$ cat config.mk
export PLATFORM = sky130hd
export DESIGN_NAME = wsm_slave
export DESIGN_NICKNAME = d
export VERILOG_FILES = /design/src/design/wsm_pkg.sv /design/src/design/wsm_uart.sv /design/src/design/wsm_slave.sv
export SDC_FILE = /design/constraint.sdc
export NUM_CORES = 1
export LEC_CHECK = 0
export ABC_AREA = 1
export BUFFER_PORTS_ARGS = -buffer_cell sky130_fd_sc_hd__buf_4
export CAP_MARGIN = 30
export CELL_PAD_IN_SITES_DETAIL_PLACEMENT = 2
export CELL_PAD_IN_SITES_GLOBAL_PLACEMENT = 2
export CORE_ASPECT_RATIO = 0.8
export CORE_MARGIN = 10
export CORE_UTILIZATION = 40
export CTS_BUF_LIST = sky130_fd_sc_hd__clkbuf_4
export DETAILED_ROUTE_END_ITERATION = 8
export PLACE_DENSITY = 0.82
export SLEW_MARGIN = 20
export SYNTH_ARGS = -nofsm -noshare
export SYNTH_HDL_FRONTEND = slang
export SYNTH_SLANG_ARGS = --single-unit
$ cat constraint.sdc
create_clock -name SYS_CLK -period 3 [get_ports SYS_CLK]
set_input_delay 0.45 -clock SYS_CLK [delete_from_list [all_inputs] [get_ports SYS_CLK]]
set_output_delay 0.45 -clock SYS_CLK [all_outputs]
set_load 0.05 [all_outputs]
$ cat src/design/wsm_pkg.sv
// Contract
// RULE1: 9600 baud, 8 data, no parity, 1 stop
// RULE2: answer slave address 255 after reset
// RULE3: function 06 to address 00 sets address
// RULE4: address write reply echoes the request
// RULE5: function 03 to 00 returns address
// RULE6: host reads speed at register 0x0001
// RULE7: speed reply: address, 03, 02, value, CRC
// RULE8: CRC16 low first; drop bad frames silently
`default_nettype none
package wsm_pkg;
	// serial framing
	localparam int unsigned CLK_HZ    = 200_000_000;
	localparam int unsigned BAUD_BPS  = 9600;
	localparam int unsigned BIT_CYC   = CLK_HZ / BAUD_BPS;
	localparam int unsigned DATA_BITS = 8;
	localparam int unsigned STOP_BITS = 1;
	localparam int unsigned CHAR_BITS = 1 + DATA_BITS + STOP_BITS;
	// end of frame after 3.5 character times of silence
	localparam int unsigned GAP_BITS  = (CHAR_BITS * 7) / 2;

	// frame contents
	localparam logic [15:0] ADDR_RESET    = 16'h00FF;
	localparam logic [7:0]  ADDR_RESERVED = 8'h00;
	localparam logic [7:0]  FN_READ       = 8'h03;
	localparam logic [7:0]  FN_WRITE      = 8'h06;
	localparam logic [15:0] REG_ADDR      = 16'h0000;
	localparam logic [15:0] REG_SPEED     = 16'h0001;
	localparam logic [15:0] READ_COUNT    = 16'h0001;
	localparam logic [7:0]  BYTE_COUNT    = 8'h02;
	localparam logic [3:0]  REQ_LEN       = 4'h8;
	localparam logic [15:0] CRC_INIT      = 16'hFFFF;
	localparam logic [15:0] CRC_POLY      = 16'hA001;

	// reflected modbus crc16, one byte
	function automatic logic [15:0] crc16_byte(input logic [15:0] crc, input logic [7:0] b);
		logic [15:0] c;
		c = crc ^ {8'h00, b};
		for (int i = 0; i < 8; i++)
			c = c[0] ? ((c >> 1) ^ CRC_POLY) : (c >> 1);
		return c;
	endfunction : crc16_byte
endpackage : wsm_pkg
`default_nettype wire

$ cat src/design/wsm_uart.sv
`timescale 1ns/1ps
`default_nettype none
module wsm_uart #(
	parameter int unsigned BIT_CYCLES = wsm_pkg::BIT_CYC
) (
	// clock and reset
	input  wire logic       clk,
	input  wire logic       rst_b,
	// line
	input  wire logic       rx_pin,
	output logic            tx_pin,
	// receive side
	output logic            rx_valid,
	output logic            rx_ferr,
	output logic [7:0]      rx_data,
	// transmit side
	input  wire logic       tx_start,
	input  wire logic [7:0] tx_data,
	output logic            tx_ready
);
	localparam int unsigned CW = $clog2(BIT_CYCLES + 1);
	localparam logic [CW-1:0] FULL = CW'(BIT_CYCLES - 1);
	localparam logic [CW-1:0] HALF = CW'(BIT_CYCLES / 2);

	logic          s1_q, s2_q;
	logic          rx_act_q;
	logic [CW-1:0] rx_cnt_q;
	logic [3:0]    rx_bit_q;
	logic [7:0]    rx_sh_q;
	logic [CW-1:0] tx_cnt_q;
	logic [3:0]    tx_n_q;
	logic [9:0]    tx_sh_q;

	// two-stage synchroniser on the line input
	always_ff @(posedge clk or negedge rst_b)
		if (!rst_b)
		begin
			s1_q <= 1'b1;
			s2_q <= 1'b1;
		end
		else
		begin
			s1_q <= rx_pin;
			s2_q <= s1_q;
		end

	// receiver samples mid-bit, lsb first, one stop bit [RULE1]
	always_ff @(posedge clk or negedge rst_b)
		if (!rst_b)
		begin
			rx_act_q <= 1'b0;
			rx_cnt_q <= '0;
			rx_bit_q <= 4'h0;
			rx_sh_q  <= 8'h00;
			rx_valid <= 1'b0;
			rx_ferr  <= 1'b0;
			rx_data  <= 8'h00;
		end
		else
		begin
			rx_valid <= 1'b0;
			rx_ferr  <= 1'b0;
			if (!rx_act_q)
			begin
				if (!s2_q)
				begin
					rx_act_q <= 1'b1;
					rx_cnt_q <= HALF;
					rx_bit_q <= 4'h0;
				end
			end
			else if (rx_cnt_q != '0)
				rx_cnt_q <= rx_cnt_q - CW'(1);
			else
			begin
				rx_cnt_q <= FULL;
				rx_bit_q <= rx_bit_q + 4'h1;
				if (rx_bit_q == 4'h0 && s2_q)
					rx_act_q <= 1'b0; // glitch, not a start bit
				else if (rx_bit_q == 4'h9)
				begin
					rx_act_q <= 1'b0;
					rx_valid <= s2_q;
					rx_ferr  <= !s2_q; // missing stop bit [RULE1]
					rx_data  <= rx_sh_q;
				end
				else if (rx_bit_q != 4'h0)
					rx_sh_q <= {s2_q, rx_sh_q[7:1]};
			end
		end

	// transmitter: start, 8 data lsb first, stop, no parity [RULE1]
	always_ff @(posedge clk or negedge rst_b)
		if (!rst_b)
		begin
			tx_cnt_q <= '0;
			tx_n_q   <= 4'h0;
			tx_sh_q  <= 10'h3FF;
		end
		else if (tx_n_q == 4'h0)
		begin
			if (tx_start)
			begin
				tx_sh_q  <= {1'b1, tx_data, 1'b0};
				tx_n_q   <= 4'hA;
				tx_cnt_q <= FULL;
			end
		end
		else if (tx_cnt_q != '0)
			tx_cnt_q <= tx_cnt_q - CW'(1);
		else
		begin
			tx_cnt_q <= FULL;
			tx_n_q   <= tx_n_q - 4'h1;
			tx_sh_q  <= {1'b1, tx_sh_q[9:1]};
		end

	assign tx_pin   = tx_sh_q[0];
	assign tx_ready = (tx_n_q == 4'h0);
endmodule : wsm_uart
`default_nettype wire

$ cat src/design/wsm_slave.sv
`timescale 1ns/1ps
`default_nettype none
module wsm_slave #(
	parameter int unsigned BIT_CYCLES = wsm_pkg::BIT_CYC,
	parameter int unsigned GAP_CYCLES = wsm_pkg::GAP_BITS * wsm_pkg::BIT_CYC
) (
	// clock and reset
	input  wire logic        SYS_CLK,
	input  wire logic        RST_B,
	// rs485 transceiver
	input  wire logic        RXD,
	output logic             TXD,
	output logic             TXD_OE,
	// measurement in, address out
	input  wire logic [15:0] WIND_SPEED,
	output logic [15:0]      SLAVE_ADDR
);
	localparam int unsigned GW = $clog2(GAP_CYCLES + 1);
	// reply lengths before the two crc bytes
	localparam logic [3:0]  ECHO_LEN = 4'h6;
	localparam logic [3:0]  READ_LEN = 4'h5;

	// gray coded along listen, reply, drain, release and back to listen
	typedef enum logic [1:0] {
		ST_LISTEN  = 2'b00,
		ST_REPLY   = 2'b01,
		ST_DRAIN   = 2'b11,
		ST_RELEASE = 2'b10
	} wsm_state_e;

	// sequencer and uart handshake
	wsm_state_e    state_q;
	logic          rx_valid;
	logic          rx_ferr;
	logic          tx_ready;
	logic          tx_start;
	logic [7:0]    rx_data;
	logic [7:0]    tx_data;
	// request and reply bytes
	logic [7:0]    req_q [0:7];
	logic [7:0]    rsp_q [0:5];
	logic [3:0]    nbytes_q;
	logic [3:0]    rlen_q;
	logic [3:0]    idx_q;
	logic          bad_q;
	// crc accumulators, address register and silence timer
	logic [15:0]   rx_crc_q;
	logic [15:0]   tx_crc_q;
	logic [15:0]   addr_q;
	logic [GW-1:0] gap_q;
	// decoded request
	logic          frame_end;
	logic [15:0]   f_reg;
	logic [15:0]   f_val;
	logic          f_ok;
	logic          is_wr_addr;
	logic          is_rd_addr;
	logic          is_rd_speed;

	// address, function and register fields against one accepted request kind
	function automatic logic hdr_is(
		input logic [7:0]  dev,
		input logic [7:0]  fn,
		input logic [15:0] reg_addr,
		input logic [7:0]  want_dev,
		input logic [7:0]  want_fn,
		input logic [15:0] want_reg
	);
		return (dev == want_dev) && (fn == want_fn) && (reg_addr == want_reg);
	endfunction : hdr_is

	wsm_uart #(
		.BIT_CYCLES (BIT_CYCLES)
	) u_uart (
		.clk      (SYS_CLK),
		.rst_b    (RST_B),
		.rx_pin   (RXD),
		.tx_pin   (TXD),
		.rx_valid (rx_valid),
		.rx_ferr  (rx_ferr),
		.rx_data  (rx_data),
		.tx_start (tx_start),
		.tx_data  (tx_data),
		.tx_ready (tx_ready)
	);

	// silence timer; restarted by every character seen while listening
	always_ff @(posedge SYS_CLK or negedge RST_B)
		if (!RST_B)
			gap_q <= '0;
		else if (state_q != ST_LISTEN || rx_valid || rx_ferr)
			gap_q <= '0;
		else if (gap_q != GW'(GAP_CYCLES))
			gap_q <= gap_q + GW'(1);

	// a character landing in the expiry cycle keeps the frame open instead of being lost
	assign frame_end = (state_q == ST_LISTEN) && (nbytes_q != 4'h0)
		&& (gap_q == GW'(GAP_CYCLES - 1)) && !rx_valid && !rx_ferr;

	// gather request bytes; own echo is ignored since the line is half duplex
	always_ff @(posedge SYS_CLK or negedge RST_B)
		if (!RST_B)
		begin
			nbytes_q <= 4'h0;
			bad_q    <= 1'b0;
			rx_crc_q <= wsm_pkg::CRC_INIT;
		end
		else if (frame_end || state_q != ST_LISTEN)
		begin
			nbytes_q <= 4'h0;
			bad_q    <= 1'b0;
			rx_crc_q <= wsm_pkg::CRC_INIT;
		end
		else if (rx_ferr || (rx_valid && nbytes_q == wsm_pkg::REQ_LEN))
			bad_q <= 1'b1; // overlong or broken frames are dropped [RULE8]
		else if (rx_valid)
		begin
			nbytes_q <= nbytes_q + 4'h1;
			rx_crc_q <= wsm_pkg::crc16_byte(rx_crc_q, rx_data); // [RULE8]
		end

	// byte store, no reset needed as nbytes_q qualifies it
	always_ff @(posedge SYS_CLK)
		if (state_q == ST_LISTEN && rx_valid && nbytes_q < wsm_pkg::REQ_LEN)
			req_q[nbytes_q[2:0]] <= rx_data;

	// decode: crc over the whole frame including its crc leaves zero
	assign f_reg = {req_q[2], req_q[3]};
	assign f_val = {req_q[4], req_q[5]};
	assign f_ok  = (nbytes_q == wsm_pkg::REQ_LEN) && !bad_q
		&& (rx_crc_q == 16'h0000); // [RULE8]
	assign is_wr_addr = f_ok && hdr_is(req_q[0], req_q[1], f_reg,
		wsm_pkg::ADDR_RESERVED, wsm_pkg::FN_WRITE, wsm_pkg::REG_ADDR); // [RULE3]
	assign is_rd_addr = f_ok && hdr_is(req_q[0], req_q[1], f_reg,
		wsm_pkg::ADDR_RESERVED, wsm_pkg::FN_READ, wsm_pkg::REG_ADDR)
		&& f_val == wsm_pkg::READ_COUNT; // [RULE5]
	// only a one-byte address can appear on the wire, so a wider one never answers a speed read
	assign is_rd_speed = f_ok && hdr_is(req_q[0], req_q[1], f_reg,
		addr_q[7:0], wsm_pkg::FN_READ, wsm_pkg::REG_SPEED)
		&& addr_q[15:8] == 8'h00 && f_val == wsm_pkg::READ_COUNT; // [RULE6]

	// slave address register, default 255 until rewritten
	always_ff @(posedge SYS_CLK or negedge RST_B)
		if (!RST_B)
			addr_q <= wsm_pkg::ADDR_RESET; // [RULE2]
		else if (frame_end && is_wr_addr)
			addr_q <= f_val; // [RULE3]

	// the register itself is the output, so a read back shows exactly what was stored
	assign SLAVE_ADDR = addr_q;

	// reply image, built once at frame end so the speed is a clean snapshot
	always_ff @(posedge SYS_CLK or negedge RST_B)
		if (!RST_B)
		begin
			for (int i = 0; i < 6; i++)
				rsp_q[i] <= 8'h00;
			rlen_q <= 4'h0;
		end
		else if (frame_end)
		begin
			if (is_wr_addr)
			begin
				for (int i = 0; i < 6; i++)
					rsp_q[i] <= req_q[i]; // echo of the request [RULE4]
				rlen_q <= ECHO_LEN;
			end
			else
			begin
				rsp_q[0] <= is_rd_addr ? wsm_pkg::ADDR_RESERVED : addr_q[7:0];
				rsp_q[1] <= wsm_pkg::FN_READ; // [RULE5] [RULE7]
				rsp_q[2] <= wsm_pkg::BYTE_COUNT;
				rsp_q[3] <= is_rd_addr ? addr_q[15:8] : WIND_SPEED[15:8]; // [RULE7]
				rsp_q[4] <= is_rd_addr ? addr_q[7:0] : WIND_SPEED[7:0];
				rsp_q[5] <= 8'h00;
				rlen_q   <= READ_LEN;
			end
		end

	// sequencer; anything not decoded stays in listen, so no reply [RULE8]
	always_ff @(posedge SYS_CLK or negedge RST_B)
		if (!RST_B)
			state_q <= ST_LISTEN;
		else
			case (state_q)
				ST_LISTEN:
					if (frame_end && (is_wr_addr || is_rd_addr || is_rd_speed))
						state_q <= ST_REPLY;
				ST_REPLY:
					if (tx_start && idx_q == rlen_q + 4'h1)
						state_q <= ST_DRAIN;
				ST_DRAIN:
					if (tx_ready)
						state_q <= ST_RELEASE; // last stop bit has run its full time
				ST_RELEASE:
					state_q <= ST_LISTEN; // spare cycle guards the stop bit against enable skew
				default:
					state_q <= ST_LISTEN;
			endcase

	// byte index and running crc of the reply
	always_ff @(posedge SYS_CLK or negedge RST_B)
		if (!RST_B)
		begin
			idx_q    <= 4'h0;
			tx_crc_q <= wsm_pkg::CRC_INIT;
		end
		else if (state_q != ST_REPLY)
		begin
			idx_q    <= 4'h0;
			tx_crc_q <= wsm_pkg::CRC_INIT;
		end
		else if (tx_start)
		begin
			idx_q <= idx_q + 4'h1;
			if (idx_q < rlen_q)
				tx_crc_q <= wsm_pkg::crc16_byte(tx_crc_q, tx_data);
		end

	// payload, then crc low byte, then high byte [RULE8]
	// crc bytes come from the running sum, so the image is never walked twice
	assign tx_start = (state_q == ST_REPLY) && tx_ready;
	assign tx_data  = (idx_q < rlen_q) ? rsp_q[idx_q[2:0]]
		: (idx_q == rlen_q) ? tx_crc_q[7:0] : tx_crc_q[15:8];
	assign TXD_OE   = (state_q != ST_LISTEN);
endmodule : wsm_slave
`default_nettype wire

==> out/metrics.json <==
{
  "die": {
    "placement_rows": 56,
    "die_x_um": 214,
    "fp.dieArea_sq_mm": 0.0375,
    "floorplan.io_pins": 37,
    "start_util_pct": 40.9,
    "design.core.area_sq_mm": 0.0295,
    "fp.dieH_um": 175
  },
  "logic_synthesis": {
    "post-synth-top-count-cell": "sky130_fd_sc_hd__nand2_1",
    "syn_avg_cell_area_sq_um": 8.78,
    "synth_top_area_share_pct": 30.5,
    "asyncSetResetFlopFracSynth_pct": 80.5,
    "mappedNetlistArea_sq_mm": 0.0121,
    "synthCells": 1373,
    "synth-edff-count": 48,
    "ys_ff_latch": 246,
    "synth_top_flop_cell": "sky130_fd_sc_hd__dfrtp_1",
    "synthesis.nets": 1407,
    "netlist.top_cell.by_area": "sky130_fd_sc_hd__dfrtp_1",
    "ys_warn_count": 0,
    "synth-seq-area-share_pct": 53.6,
    "synthDistinctLibCells": 51,
    "synth_area_leaders": "sky130_fd_sc_hd__dfrtp_1, sky130_fd_sc_hd__edfxtp_1, sky130_fd_sc_hd__dfstp_2",
    "synth.top_cells.by_count": "sky130_fd_sc_hd__nand2_1, sky130_fd_sc_hd__inv_1, sky130_fd_sc_hd__dfrtp_1"
  },
  "timing": {
    "final-setup-viol-count": 0,
    "final_min_period_over_clock_period_pct": 94.2,
    "timing.slew.headroom_pct": 47.6,
    "min_period_ns": 2.83,
    "timing.clock.skew_ns": 0.0386,
    "slew_viol_final": 0,
    "max_slew.worst_pin.slew_ns": 0.783,
    "fmax_mhz": 354,
    "timing.final.ws_setup_ns": 0.174,
    "setup_tns_ns": 0,
    "finalHoldViolations": 0
  },
  "worst_setup_path": {
    "crit_arrival_ns": 3.48,
    "required_ns": 3.65,
    "timing.critical_path.from": "rlen_q[2]",
    "timing_worst_setup_path_type": "reg -> reg",
    "timing.critical_path.to_type": "flop",
    "worst_setup_path_start_kind": "flop",
    "critPathMaxFanout": 16,
    "timing.rr.start": "rlen_q[2]"
  },
  "power_and_ir_drop": {
    "pwr_density_cell_mw_per_mm2": 497,
    "power.share.sequential_pct": 48.8,
    "switching_share_pct": 24.7,
    "power.total_mw": 6.97,
    "p_int_mw": 5.25,
    "ir_worst_vdd_uv": 292,
    "combPwrFrac_pct": 1.4,
    "power.net_switching_mw": 1.72,
    "power.static_leakage_nw": 6.67,
    "power.clock.fraction_pct": 49.8
  },
  "clock_tree": {
    "h-tree-depth": 3,
    "cts-buffers-inserted": 70,
    "tritoncts_num_sinks": 246,
    "cts_tree": "built",
    "ctsRootBufferMaster": "sky130_fd_sc_hd__clkbuf_4",
    "clock_latency_ns": 0.74,
    "clock_path_buffers": 3,
    "clk_pin_slew_worst_paths_ns": 0.07
  },
  "drt": {
    "drc_errors": 0,
    "drt-vias-per-instance": 5.42,
    "detail_route.iter0.violations": 647,
    "wirelength_um": 43700,
    "wl_per_cell_um": 22.5,
    "detailedRoute.firstPassIterationCount": 5,
    "vias_after_detailed_routing": 10600,
    "route.antenna.remaining_nets": 0
  },
  "worst_hold_path": {
    "min_from": "WIND_SPEED[11]",
    "hold_path_class": "in -> reg"
  },
  "cells_and_area": {
    "post_route_cells_drive_above_1_share_pct": 18.9,
    "finalInstanceArea_sq_mm": 0.0140,
    "syn_to_final_growth_pct": 16.2,
    "finalNetCount": 1518
  },
  "placed_design": {
    "portBuffers": 36,
    "placement.setup.worst_slack_ns": 0.142,
    "dp_hpwl_um": 27900,
    "gp_congestion": 0.806,
    "dpl_cell_area_sq_mm": 0.0129
  },
  "grt": {
    "grt_pass1_vias": 11900,
    "track_usage_pct": 22.4,
    "grt_antenna_before_repair": 2,
    "global_route_wire_length_before_repair_um": 67400,
    "grt-ovfl-total": 0,
    "grt_start_max_net_pins": 70
  },
  "run": {
    "max-cap-violations": 0
  },
  "outcome": {
    "result_of_the_run": "finished clean"
  }
}
routing by layer:
metal  global-route usage (%)  share of wire (%)  vias up
met5                        0              0.030        -
met4                     8.91                3.0        2
met3                     4.22                4.1       93
met2                     38.4                 49      244
met1                     27.5                 44     5421
li1                         -                  -     4798
sequential cells by signal, summed over array words and instances (netlist names), 9 cells and up:
register	count
gap_q	20
SLAVE_ADDR	16
u_uart.tx_cnt_q	15
rsp_q	48
tx_crc_q	16
req_q	48
u_uart.tx_sh_q	9
rx_crc_q	16
u_uart.rx_cnt_q	15
power groups by stage:
stage	Sequential [mW]	Clock (mW)	Combinational (mW)
after global routing	3.40	3.74	0.111
after detailed placement	3.46	0	0.0986
after global placement	3.46	0	0.0967
after CTS	3.40	3.51	0.103
final	3.40	3.47	0.0986
after floorplan	3.46	0	0.00971
final timing paths:
| kind | endpoint | slack (ns) | depth (start not counted) |
|---|---|---|---|
| setup / recovery | tx_crc_q[0] | 0.17 | 16 |
| setup reg to reg | tx_crc_q[0] | 0.17 | 16 |
| hold reg to reg | u_uart.s2_q | 0.33 | 0 |
| min in group asynchronous | SLAVE_ADDR[8] | 0.31 | 2 |
| max in group asynchronous | rx_crc_q[8] | 1.86 | 3 |
| hold / removal | rsp_q[19] | 0.08 | 5 |
cell usage in the layout (no fill, tap or decap), types with 23 or more instances in the layout:
cell type	count
sky130_fd_sc_hd__xor2_1	27
sky130_fd_sc_hd__clkbuf_4	108
sky130_fd_sc_hd__buf_4	69
sky130_fd_sc_hd__nand2_1	285
sky130_fd_sc_hd__nor2_1	104
sky130_fd_sc_hd__nand3_1	81
sky130_fd_sc_hd__o21ai_0	98
sky130_fd_sc_hd__a21oi_1	51
sky130_fd_sc_hd__inv_1	201
sky130_fd_sc_hd__nor3_1	31
sky130_fd_sc_hd__xnor2_1	26
sky130_fd_sc_hd__o211ai_1	27
sky130_fd_sc_hd__edfxtp_1	48
sky130_fd_sc_hd__dfstp_2	51
sky130_fd_sc_hd__dfrtp_1	147
sky130_fd_sc_hd__o22ai_1	23
cells by family (layout without fill, tap and decap cells):
group | Yosys count | count (layout) | share of synthesized area (%)
AND/OR/NAND/NOR | 575 | 575 | 21.2
AO/OA/AOI/OAI | 240 | 240 | 11.7
other | 0 | 1 | 0
buffers and inverters | 244 | 412 | 8.09
flip-flops | 246 | 246 | 53.6
XOR/XNOR | 53 | 53 | 3.85
adder cells (fa/ha/maj) | 15 | 15 | 1.56
stage by stage:
stage,cells,hold slack [ns],utilization [%]
floorplan,1373,0.154,-
global placement,1811,0.346,43.8
detailed placement,1811,0.347,43.8
CTS,1942,0.0349,47.1
global route,1948,0.0899,47.5
finish,1948,0.0756,47.5
critical path, stage by stage, from the launching register on:
cell                      delay, ns
sky130_fd_sc_hd__dfrtp_1       0.41
sky130_fd_sc_hd__inv_1         0.10
sky130_fd_sc_hd__ha_1          0.35
sky130_fd_sc_hd__nand2_1       0.09
sky130_fd_sc_hd__nand2_1       0.06
sky130_fd_sc_hd__inv_1         0.10
sky130_fd_sc_hd__nand2_4       0.13
sky130_fd_sc_hd__inv_1         0.14
sky130_fd_sc_hd__o21ai_0       0.12
sky130_fd_sc_hd__o21ai_1       0.36
sky130_fd_sc_hd__xor2_1        0.36
sky130_fd_sc_hd__inv_1         0.12
sky130_fd_sc_hd__nand2_1       0.11
sky130_fd_sc_hd__nand2_1       0.09
sky130_fd_sc_hd__nand2_1       0.07
sky130_fd_sc_hd__nand3_1       0.06
sky130_fd_sc_hd__nand2_1       0.07
timing repair:
item / in CTS / in global routing
hold buffers: 2 / 0
setup endpoints to repair: 0 / 8
endpoints found under the hold margin: 46 / 0
buffers inserted: 0 / 5
gates resized for setup: 0 / 14
layout make-up:
type,instances,area (sq um)
Antenna cell,1,2.50
Clock inverter,21,141
Fill cell,3219,15500
Multi-Input combinational cell,883,4700
Tap cell,406,508
Sequential cell,246,6460
Inverter,208,781
Clock buffer,108,811
Timing Repair Buffer,75,612
Note: power is estimated with default switching activity, not from simulation.
